--- config.mk ---
export PLATFORM = sky130hd
export DESIGN_NAME = area_protection
export DESIGN_NICKNAME = d
export VERILOG_FILES = /design/src/area_protection.v
export VERILOG_INCLUDE_DIRS = /design/src
export SDC_FILE = /design/constraint.sdc
export NUM_CORES = 1
export LEC_CHECK = 0
export BUFFER_PORTS_ARGS = -buffer_cell sky130_fd_sc_hd__buf_2
export CAP_MARGIN = 30
export CELL_PAD_IN_SITES_DETAIL_PLACEMENT = 1
export CELL_PAD_IN_SITES_GLOBAL_PLACEMENT = 1
export CORE_ASPECT_RATIO = 1.1
export CORE_UTILIZATION = 45
export DETAILED_ROUTE_END_ITERATION = 8
export PLACE_DENSITY = 0.81
export SLEW_MARGIN = 30
export SYNTH_ARGS = -nofsm -noshare
export SYNTH_HDL_FRONTEND = slang
export SYNTH_SLANG_ARGS = --single-unit
--- constraint.sdc ---
create_clock -name clk -period 3.6 [get_ports clk]
set_input_delay 0.18 -clock clk [delete_from_list [all_inputs] [get_ports clk]]
set_output_delay 0.18 -clock clk [all_outputs]
set_load 0.03 [all_outputs]
--- src/area_protection_defines.vh ---
// Command codes, answer codes, field layouts and reset values for area_protection.
// Assumes the includer uses these names only; nothing here drives logic.
`ifndef AREA_PROTECTION_DEFINES_VH
`define AREA_PROTECTION_DEFINES_VH

// ************************************************************
// Contactless command codes
// ************************************************************
`define CMD_READ_MULTI 8'h23
`define CMD_FAST_READ_MULTI 8'hC3
`define CMD_EXT_READ_MULTI 8'h33
`define CMD_FAST_EXT_READ_MULTI 8'hC5
`define CMD_GET_MULTI_SS 8'h2C
`define CMD_EXT_GET_MULTI_SS 8'h3C
`define CMD_WRITE_PWD 8'hB1
`define CMD_PRESENT_PWD 8'hB3

// ************************************************************
// Answer codes
// ************************************************************
`define ERR_CROSS_AREA 8'h0F
// Plain default values, chosen for this block
`define ERR_RANGE 8'h10
`define ERR_READ_PROT 8'h15

// ************************************************************
// Geometry and widths
// ************************************************************
`define PWD_W 64
`define PWD_RESET 64'h0000000000000000
`define STD_MAX_BLK 17'h000FF
`define AREA_GRAIN 8
`define AREA_SHIFT 3

// ************************************************************
// Configuration write selectors
// ************************************************************
`define CFG_AREA_ONE_END 4'h1
`define CFG_AREA_TWO_END 4'h2
`define CFG_AREA_THREE_END 4'h3
`define CFG_RF_PROT_1 4'h4
`define CFG_RF_PROT_2 4'h5
`define CFG_RF_PROT_3 4'h6
`define CFG_RF_PROT_4 4'h7
`define CFG_HOST_PROT 4'h8
`define CFG_BLOCK_LOCK 4'h9

// ************************************************************
// Contactless protection field: [1:0] password select, [3:2] access mode
// ************************************************************
`define PROT_RESET 4'h0
`define HOST_PROT_RESET 8'h00
`define MODE_R_ALWAYS_W_SESS 2'h0
`define MODE_RW_ALWAYS 2'h1
`define MODE_RW_SESS 2'h2
`define MODE_R_SESS_W_NEVER 2'h3

`endif

--- src/area_protection.v ---
// Area protection and security sessions for a dual-interface tag memory.
// Assumes commands arrive already decoded and CRC-checked, and that memory data
// is fetched downstream for each granted block item leaving the output buffer.
//
// Behaviour
// - standard read: byte fields, up to 256 blocks
// - cross-area multi-block read aborts with 0Fh
// - standard commands never reach blocks above FFh
// - extended read: two-byte fields, bounded by memory
// - status queries 2Ch standard, 3Ch extended
// - four contiguous areas, eight-block granularity
// - area one starts at zero, four ends last
// - each non-empty area at least eight blocks
// - after reset, one area spans memory
// - per-area contactless protection under user passwords
// - host protection per area, one host password
// - area one readable; blocks zero, one lockable
// - correct user password opens matching user session
// - user session writes only its own password
// - password zero opens configuration session
// - wrong number or value closes user session
// - other number or wrong zero closes configuration
// - correct host password opens host session
// - host password write needs open host session
// - wrong host password closes; status bit shown
// - all passwords 64 bits, reset to zero
// - write password command code B1h
// - present password command code B3h
// - area end n means block 8n+7
`include "area_protection_defines.vh"

module area_protection #(
  parameter MEM_BLOCKS = 2048,
  parameter END_W = 8
) (
  input wire clk,
  input wire rstn,
  input wire cmd_valid,
  output wire cmd_ready,
  input wire [7:0] cmd_code,
  input wire cmd_option,
  input wire [15:0] cmd_first,
  input wire [15:0] cmd_count,
  input wire [7:0] cmd_pwd_num,
  input wire [63:0] cmd_pwd,
  output wire out_valid,
  input wire out_ready,
  output wire [15:0] out_block,
  output wire [7:0] out_status,
  output wire out_has_status,
  output wire out_error,
  output wire out_last,
  input wire host_present_valid,
  input wire [63:0] host_present_pwd,
  input wire host_write_valid,
  input wire [63:0] host_write_pwd,
  output reg host_write_rejected,
  output wire host_session_open_status,
  input wire cfg_wr_valid,
  input wire cfg_wr_from_host,
  input wire [3:0] cfg_wr_sel,
  input wire [7:0] cfg_wr_data,
  output reg cfg_wr_rejected,
  output reg rf_pwd_rejected,
  output wire rf_user_session_open,
  output wire rf_cfg_session_open,
  input wire [15:0] rf_wr_block,
  output wire rf_wr_allowed,
  input wire [15:0] host_block,
  input wire host_is_write,
  output wire host_access_allowed,
  output wire [END_W-1:0] area_one_end,
  output wire [END_W-1:0] area_two_end,
  output wire [END_W-1:0] area_three_end
);

  localparam integer LAST_END_I = MEM_BLOCKS / `AREA_GRAIN - 1;
  localparam [END_W-1:0] LAST_END = LAST_END_I[END_W-1:0];
  localparam integer LAST_BLK_I = MEM_BLOCKS - 1;
  localparam [16:0] LAST_BLK = LAST_BLK_I[16:0];
  localparam [2:0] ST_IDLE = 3'b001;
  localparam [2:0] ST_RUN = 3'b010;
  localparam [2:0] ST_ERR = 3'b100;
  localparam ITEM_W = 28;

  // ************************************************************
  // Configuration and session state
  // ************************************************************
  reg [END_W-1:0] end1_q, end2_q, end3_q;
  reg [3:0] rf_prot_q [0:3];
  reg [7:0] host_area_protection_q;
  reg [1:0] block_lock_q;
  reg [63:0] rf_pwd_q [0:3];
  reg [63:0] host_pwd_q;
  reg user_open_q;
  reg [1:0] user_num_q;
  reg cfg_open_q;
  reg host_open_q;

  assign area_one_end = end1_q;
  assign area_two_end = end2_q;
  assign area_three_end = end3_q;
  assign host_session_open_status = host_open_q;
  assign rf_user_session_open = user_open_q;
  assign rf_cfg_session_open = cfg_open_q;

  // Area of a block from the three end settings; area four takes the rest
  function [1:0] area_of;
    input [15:0] b;
    input [END_W-1:0] e1, e2, e3;
    reg [12:0] g;
    begin
      g = b[15:`AREA_SHIFT];
      if (g <= {{(13-END_W){1'b0}}, e1}) begin
        area_of = 2'd0;
      end else if (g <= {{(13-END_W){1'b0}}, e2}) begin
        area_of = 2'd1;
      end else if (g <= {{(13-END_W){1'b0}}, e3}) begin
        area_of = 2'd2;
      end else begin
        area_of = 2'd3;
      end
    end
  endfunction

  // Ends must rise by a whole grain, or sit together at the end of memory
  function layout_ok;
    input [END_W-1:0] e1, e2, e3;
    begin
      layout_ok = (e3 <= LAST_END) &&
        ((e1 < e2) || (e1 == LAST_END && e2 == LAST_END)) &&
        ((e2 < e3) || (e2 == LAST_END && e3 == LAST_END));
    end
  endfunction

  // Contactless read or write right of an area under the current session
  function rf_right;
    input [3:0] prot;
    input is_write;
    input uopen;
    input [1:0] unum;
    reg sess;
    begin
      sess = uopen && (prot[1:0] != 2'd0) && (unum == prot[1:0]);
      case (prot[3:2])
        `MODE_R_ALWAYS_W_SESS: rf_right = is_write ? sess : 1'b1;
        `MODE_RW_ALWAYS: rf_right = 1'b1;
        `MODE_RW_SESS: rf_right = sess;
        `MODE_R_SESS_W_NEVER: rf_right = is_write ? 1'b0 : sess;
        default: rf_right = 1'b0;
      endcase
    end
  endfunction

  function locked_blk;
    input [15:0] b;
    input [1:0] lk;
    begin
      locked_blk = (b == 16'h0000 && lk[0]) || (b == 16'h0001 && lk[1]);
    end
  endfunction

  // ************************************************************
  // Combinational access checks
  // ************************************************************
  wire [1:0] wr_area = area_of(rf_wr_block, end1_q, end2_q, end3_q);
  assign rf_wr_allowed = rf_right(rf_prot_q[wr_area], 1'b1, user_open_q, user_num_q) &&
    !locked_blk(rf_wr_block, block_lock_q);

  wire [1:0] h_area = area_of(host_block, end1_q, end2_q, end3_q);
  wire h_rd_prot = host_area_protection_q[{h_area, 1'b0}] && (h_area != 2'd0);
  wire h_wr_prot = host_area_protection_q[{h_area, 1'b1}];
  assign host_access_allowed = host_open_q || (host_is_write ? !h_wr_prot : !h_rd_prot);

  // ************************************************************
  // Command decode
  // ************************************************************
  wire is_std = (cmd_code == `CMD_READ_MULTI) || (cmd_code == `CMD_FAST_READ_MULTI) ||
    (cmd_code == `CMD_GET_MULTI_SS);
  wire is_ext = (cmd_code == `CMD_EXT_READ_MULTI) || (cmd_code == `CMD_FAST_EXT_READ_MULTI) ||
    (cmd_code == `CMD_EXT_GET_MULTI_SS);
  wire is_ss = (cmd_code == `CMD_GET_MULTI_SS) || (cmd_code == `CMD_EXT_GET_MULTI_SS);
  wire [15:0] first = is_std ? {8'h00, cmd_first[7:0]} : cmd_first;
  wire [15:0] count = is_std ? {8'h00, cmd_count[7:0]} : cmd_count;
  wire [16:0] last_sum = {1'b0, first} + {1'b0, count};
  wire [15:0] last_blk = last_sum[15:0];
  wire out_of_range = (is_std && last_sum > `STD_MAX_BLK) || (last_sum > LAST_BLK);
  wire [1:0] first_area = area_of(first, end1_q, end2_q, end3_q);
  wire cross_area = !is_ss && (first_area != area_of(last_blk, end1_q, end2_q, end3_q));
  wire read_denied = !is_ss && (first_area != 2'd0) &&
    !rf_right(rf_prot_q[first_area], 1'b0, user_open_q, user_num_q);

  // ************************************************************
  // Sequencer
  // ************************************************************
  reg [2:0] state_q;
  reg [15:0] cur_q, remain_q;
  reg [7:0] err_q;
  reg with_status_q;
  wire buf_in_ready;
  reg buf_in_valid;
  reg [ITEM_W-1:0] buf_in_data;
  wire [1:0] cur_area = area_of(cur_q, end1_q, end2_q, end3_q);
  wire [7:0] cur_status = {1'b0, cur_area, locked_blk(cur_q, block_lock_q),
    rf_prot_q[cur_area]};

  assign cmd_ready = (state_q == ST_IDLE);
  wire take = cmd_valid && cmd_ready;

  always @* begin
    buf_in_valid = 1'b0;
    buf_in_data = {ITEM_W{1'b0}};
    case (state_q)
      ST_RUN: begin
        buf_in_valid = 1'b1;
        buf_in_data = {with_status_q, 1'b0, remain_q == 16'h0000, 1'b0, cur_status, cur_q};
      end
      ST_ERR: begin
        buf_in_valid = 1'b1;
        buf_in_data = {2'b00, 1'b1, 1'b1, err_q, cur_q};
      end
      default: begin
        buf_in_valid = 1'b0;
      end
    endcase
  end

  always @(posedge clk or negedge rstn) begin
    if (!rstn) begin
      state_q <= ST_IDLE;
      cur_q <= 16'h0000;
      remain_q <= 16'h0000;
      err_q <= 8'h00;
      with_status_q <= 1'b0;
    end else begin
      case (state_q)
        ST_IDLE: begin
          if (take && (is_std || is_ext)) begin
            cur_q <= first;
            remain_q <= count;
            with_status_q <= is_ss || cmd_option;
            if (out_of_range) begin
              err_q <= `ERR_RANGE;
              state_q <= ST_ERR;
            end else if (cross_area) begin
              err_q <= `ERR_CROSS_AREA;
              state_q <= ST_ERR;
            end else if (read_denied) begin
              err_q <= `ERR_READ_PROT;
              state_q <= ST_ERR;
            end else begin
              state_q <= ST_RUN;
            end
          end
        end
        ST_RUN: begin
          if (buf_in_ready) begin
            if (remain_q == 16'h0000) begin
              state_q <= ST_IDLE;
            end else begin
              cur_q <= cur_q + 16'h0001;
              remain_q <= remain_q - 16'h0001;
            end
          end
        end
        ST_ERR: begin
          if (buf_in_ready) begin
            state_q <= ST_IDLE;
          end
        end
        default: begin
          state_q <= ST_IDLE;
        end
      endcase
    end
  end

  // ************************************************************
  // Two-entry output buffer
  // ************************************************************
  // Two entries let the sequencer push during a one-cycle stall; it then waits one cycle while both entries are full
  reg [ITEM_W-1:0] buf_mem_q [0:1];
  reg buf_wr_q, buf_rd_q;
  reg [1:0] buf_cnt_q;
  assign buf_in_ready = (buf_cnt_q != 2'd2);
  assign out_valid = (buf_cnt_q != 2'd0);
  wire buf_push = buf_in_valid && buf_in_ready;
  wire buf_pop = out_valid && out_ready;
  wire [ITEM_W-1:0] head = buf_mem_q[buf_rd_q];
  assign out_block = head[15:0];
  assign out_status = head[23:16];
  assign out_error = head[24];
  assign out_last = head[25];
  assign out_has_status = head[27];

  always @(posedge clk or negedge rstn) begin
    if (!rstn) begin
      buf_mem_q[0] <= {ITEM_W{1'b0}};
      buf_mem_q[1] <= {ITEM_W{1'b0}};
      buf_wr_q <= 1'b0;
      buf_rd_q <= 1'b0;
      buf_cnt_q <= 2'd0;
    end else begin
      if (buf_push) begin
        buf_mem_q[buf_wr_q] <= buf_in_data;
        buf_wr_q <= ~buf_wr_q;
      end
      if (buf_pop) begin
        buf_rd_q <= ~buf_rd_q;
      end
      if (buf_push && !buf_pop) begin
        buf_cnt_q <= buf_cnt_q + 2'd1;
      end else if (buf_pop && !buf_push) begin
        buf_cnt_q <= buf_cnt_q - 2'd1;
      end
    end
  end

  // ************************************************************
  // Sessions, passwords and configuration
  // ************************************************************
  wire pnum_ok = (cmd_pwd_num[7:2] == 6'd0);
  wire [1:0] pnum = cmd_pwd_num[1:0];
  wire pwd_match = pnum_ok && (rf_pwd_q[pnum] == cmd_pwd);
  wire cfg_allowed = cfg_wr_from_host ? host_open_q : cfg_open_q;
  wire [END_W-1:0] new_end = cfg_wr_data[END_W-1:0];
  reg cfg_ok;
  always @* begin
    case (cfg_wr_sel)
      `CFG_AREA_ONE_END: cfg_ok = layout_ok(new_end, end2_q, end3_q);
      `CFG_AREA_TWO_END: cfg_ok = layout_ok(end1_q, new_end, end3_q);
      `CFG_AREA_THREE_END: cfg_ok = layout_ok(end1_q, end2_q, new_end);
      default: cfg_ok = 1'b1;
    endcase
  end
  integer i;

  always @(posedge clk or negedge rstn) begin
    if (!rstn) begin
      end1_q <= LAST_END;
      end2_q <= LAST_END;
      end3_q <= LAST_END;
      for (i = 0; i < 4; i = i + 1) begin
        rf_prot_q[i] <= `PROT_RESET;
        rf_pwd_q[i] <= `PWD_RESET;
      end
      host_area_protection_q <= `HOST_PROT_RESET;
      block_lock_q <= 2'b00;
      host_pwd_q <= `PWD_RESET;
      user_open_q <= 1'b0;
      user_num_q <= 2'd0;
      cfg_open_q <= 1'b0;
      host_open_q <= 1'b0;
      host_write_rejected <= 1'b0;
      cfg_wr_rejected <= 1'b0;
      rf_pwd_rejected <= 1'b0;
    end else begin
      host_write_rejected <= 1'b0;
      cfg_wr_rejected <= 1'b0;
      rf_pwd_rejected <= 1'b0;
      if (take && cmd_code == `CMD_PRESENT_PWD) begin
        cfg_open_q <= pwd_match && (pnum == 2'd0);
        user_open_q <= pwd_match && (pnum != 2'd0);
        user_num_q <= pnum;
        rf_pwd_rejected <= !pwd_match;
      end
      if (take && cmd_code == `CMD_WRITE_PWD) begin
        if (pnum_ok && ((pnum == 2'd0) ? cfg_open_q : (user_open_q && user_num_q == pnum))) begin
          rf_pwd_q[pnum] <= cmd_pwd;
        end else begin
          rf_pwd_rejected <= 1'b1;
        end
      end
      if (host_present_valid) begin
        host_open_q <= (host_present_pwd == host_pwd_q);
      end else if (host_write_valid) begin
        if (host_open_q) begin
          host_pwd_q <= host_write_pwd;
        end else begin
          host_write_rejected <= 1'b1;
        end
      end
      if (cfg_wr_valid) begin
        if (cfg_allowed && cfg_ok) begin
          case (cfg_wr_sel)
            `CFG_AREA_ONE_END: end1_q <= new_end;
            `CFG_AREA_TWO_END: end2_q <= new_end;
            `CFG_AREA_THREE_END: end3_q <= new_end;
            `CFG_RF_PROT_1: rf_prot_q[0] <= cfg_wr_data[3:0];
            `CFG_RF_PROT_2: rf_prot_q[1] <= cfg_wr_data[3:0];
            `CFG_RF_PROT_3: rf_prot_q[2] <= cfg_wr_data[3:0];
            `CFG_RF_PROT_4: rf_prot_q[3] <= cfg_wr_data[3:0];
            `CFG_HOST_PROT: host_area_protection_q <= cfg_wr_data;
            `CFG_BLOCK_LOCK: block_lock_q <= block_lock_q | cfg_wr_data[1:0];
            default: cfg_wr_rejected <= 1'b1;
          endcase
        end else begin
          cfg_wr_rejected <= 1'b1;
        end
      end
    end
  end

endmodule // area_protection

==> impl_metrics.yaml <==
synth:
  syn-cell-area_mm2: 0.0274
  yosys-top-cells-area: "dfrtp_1 (41%), mux2_2 (14%), ha_1 (8.1%)"
  ys_seq_area_share_pct: 43.2
  synthFlopType: "dfrtp_1"
  yosysMostFrequentCell: "dfrtp_1"
  async_flop_share_pct: 100
  netlist_instances: 2432
  synth_nets: 2904
  synth_enable_flop_cells: 0
  synth_commonest_cells: "dfrtp_1 (447), mux2_2 (340), nand2_1 (182)"
  yosysUniqueCellTypes: 85
  netlist.area_leader.share_pct: 40.8
  synth_top_area_cell: "dfrtp_1"
  avgSynthCellArea_um2: 11.3
  synth-seq-cells: 472
  ys_warn_count: 0
cts:
  root_buffer: "clkbuf_16"
  h-tree-depth: 2
  numCtsBuffers: 52
  clk_pin_slew_ns: 0.06
  clock_latency_ns: 0.65
  clock_path_buffers: 3
  clock_sinks: 472
  cts_tree: "done"
floorplan:
  fp-row-count: 94
  io_pins: 355
  dieArea_mm2: 0.0619
  core_mm2: 0.0600
  initial_core_util_pct: 45.7
  die_x_um: 237
  die_h_um: 261
final_layout:
  num-fill-cells: 6267
  fin_util_pct: 59.2
  syn_to_final_growth_pct: 29.6
  multi_input_area_mm2: 0.0153
  drive_gt1_share_pct: 38.1
  final_nets: 3590
  register_area_mm2: 0.0118
  stdcell_area_mm2: 0.0355
route:
  vias_per_cell: 6.15
  drtPass1Iterations: 5
  wl_per_cell_um: 28.3
  drt_iter0_drc: 1415
  vias: 24190
  wirelength_um: 111000
  drcViolationCount: 0
  ant_nets: 0
critical_path:
  path_max_fanout: 5
  rrSetupSlack_ns: 0
  timing.rr.start: "area_two_end[6]"
  criticalPathCategory: "reg2out"
  timing.rr.end: "state_q[1]"
  startpoint: "area_three_end[1]"
  reg2reg_depth: 15
  critPathLaunchType: "register"
  arrival_ns: 3.76
  cp-endpoint: "rf_wr_allowed"
  endpoint_kind: "primary output"
  critPathRequiredTime_ns: 3.42
hold_path:
  holdCritStartpoint: "cmd_first[0]"
  hp-class: "in2reg"
placed_design:
  gp_congestion: 0.910
  hpwl_um: 69000
  io_buffers: 350
  place_area_mm2: 0.0314
global_routing:
  grt_pass1_vias: 27145
  antenna_found_initial: 7
  grt_pass1_wl_um: 167000
  grt_max_degree: 101
  grt_remaining_overflow: 0
  track_usage_pct: 35.6
status:
  status: "finished, violations left"
  violations: "setup timing"
timing:
  min_period_ns: 3.94
  post-route-period-util_pct: 110
  setup_viol: 4
  whs_ns: 0.0228
  finalHoldViolations: 0
  rsz0062_at_grt: "yes"
  fin_skew_ns: 0.0552
  slew-limit-headroom_pct: 40.6
  worst_pin_slew_ns: 0.882
  max_clock_freq_ghz: 0.254
  worst_slack_ns: -0.344
  tns_ns: -0.617
  slew_violations: 0
job:
  drv_cap: 0
pwr:
  total_leakage_power_nw: 17.3
  power_density_mw_per_mm2: 379
  ir_drop_mv: 0.377
-- state kept, by name (all words and copies together) (netlist names), 2 cells and up --
register                count
area_two_end                8
buf_cnt_q                   2
rf_prot_q                  16
block_lock_q                2
host_pwd_q                 64
area_three_end              8
state_q                     3
cur_q                      16
err_q                       3
rf_pwd_q                  256
host_area_protection_q      7
area_one_end                8
remain_q                   16
buf_mem_q                  52
user_num_q                  2
-- worst min path at each step --
stage / endpoint / slack (ns) / cells after the start
2_1_floorplan: block_lock_q[0] / -0.12 / 0
3_3_place_gp: remain_q[0] / 0.29 / 1
3_5_place_dp: remain_q[1] / 0.30 / 1
4_1_cts: cur_q[0] / 0.003 / 4
5_1_grt: remain_q[0] / 0.05 / 2
6_report: cur_q[0] / 0.02 / 4
-- where the power goes --
part / switching, W / internal (W) / total (W)
Clock: 0.00247 / 0.00311 / 0.00558
Sequential: 0.000295 / 0.00546 / 0.00576
Combinational: 0.00115 / 0.000977 / 0.00213
Total: 0.00391 / 0.00955 / 0.0135
-- final cells by class --
cell class / count / area share (%)
Inverter: 100 / 1.14
Multi-Input combinational cell: 1768 / 43.1
Tap cell: 768 / 2.71
Sequential cell: 472 / 33.4
Clock buffer: 79 / 4.34
Antenna cell: 6 / 0.0423
Timing Repair Buffer: 724 / 14.8
Clock inverter: 17 / 0.522
-- critical path, cell delays in order, from the launching register on --
cell and delay [ns]:
dfstp_2 0.56, clkinvlp_4 0.15, ha_4 0.27, nor2b_1 0.12, o21a_1 0.19, o21a_1 0.19, o21ai_1 0.17, a21oi_2 0.11
o21ai_1 0.22, buf_4 0.19, o21bai_2 0.08, o2bb2ai_1 0.16, o21a_1 0.22, a211oi_2 0.32, buf_6 0.20
-- per-stage QoR --
| stage | total power (W) | setup WS [ns] | cells |
|---|---|---|---|
| global placement | 0.00752 | -0.690 | 3639 |
| global route | 0.0139 | -0.440 | 3934 |
| floorplan | 0.00668 | -0.373 | 2432 |
| finish | 0.0135 | -0.344 | 3934 |
| detailed placement | 0.00763 | -0.791 | 3639 |
| CTS | 0.0133 | -0.290 | 3919 |
-- what timing repair did --
item	in CTS	in global routing
hold buffers	150	0
hold endpoints to repair	415	0
setup endpoints to repair	7	40
cloned	1	0
gates resized for setup	42	59
pin swaps	19	30
setup buffers	33	8
-- layer usage --
| metal | wire (µm) | track usage [%] | share of wire, % |
|---|---|---|---|
| met4 | 7250 | 21.8 | 6.5 |
| met1 | 40500 | 39.1 | 36 |
| met2 | 57400 | 64.1 | 52 |
| met5 | 37 | 0 | 0.033 |
| met3 | 6020 | 6.18 | 5.4 |
-- placed cells by master (no fill, tap or decap), types with 36 or more instances in the layout --
| cell | n |
|---|---|
| nor2_1 | 89 |
| o21ai_0 | 118 |
| clkbuf_16 | 52 |
| ha_1 | 167 |
| xor2_1 | 74 |
| nand3_1 | 37 |
| xnor2_1 | 36 |
| buf_2 | 343 |
| dlygate4sd3_1 | 150 |
| inv_1 | 86 |
| nor4_1 | 36 |
| buf_4 | 203 |
| mux4_2 | 65 |
| dfrtp_1 | 446 |
| nand2_1 | 178 |
| a21oi_1 | 98 |
| nand4_1 | 50 |
| mux2_2 | 339 |
-- kinds of logic (layout without fill, tap and decap cells) --
family                     Yosys count  in the layout  share of synthesized area (%)
AOI/OAI and AO/OA                  451            452                           10.6
xor gates and xnor gates           112            112                           3.58
adders and majority gates          178            178                           8.15
buffers and inverters              193            920                           2.80
DFF                                472            472                           43.2
muxes                              445            445                           20.8
other                                1              7                         0.0137
and+or+nand+nor                    580            580                           10.8
(Power assumes the default switching activity.)
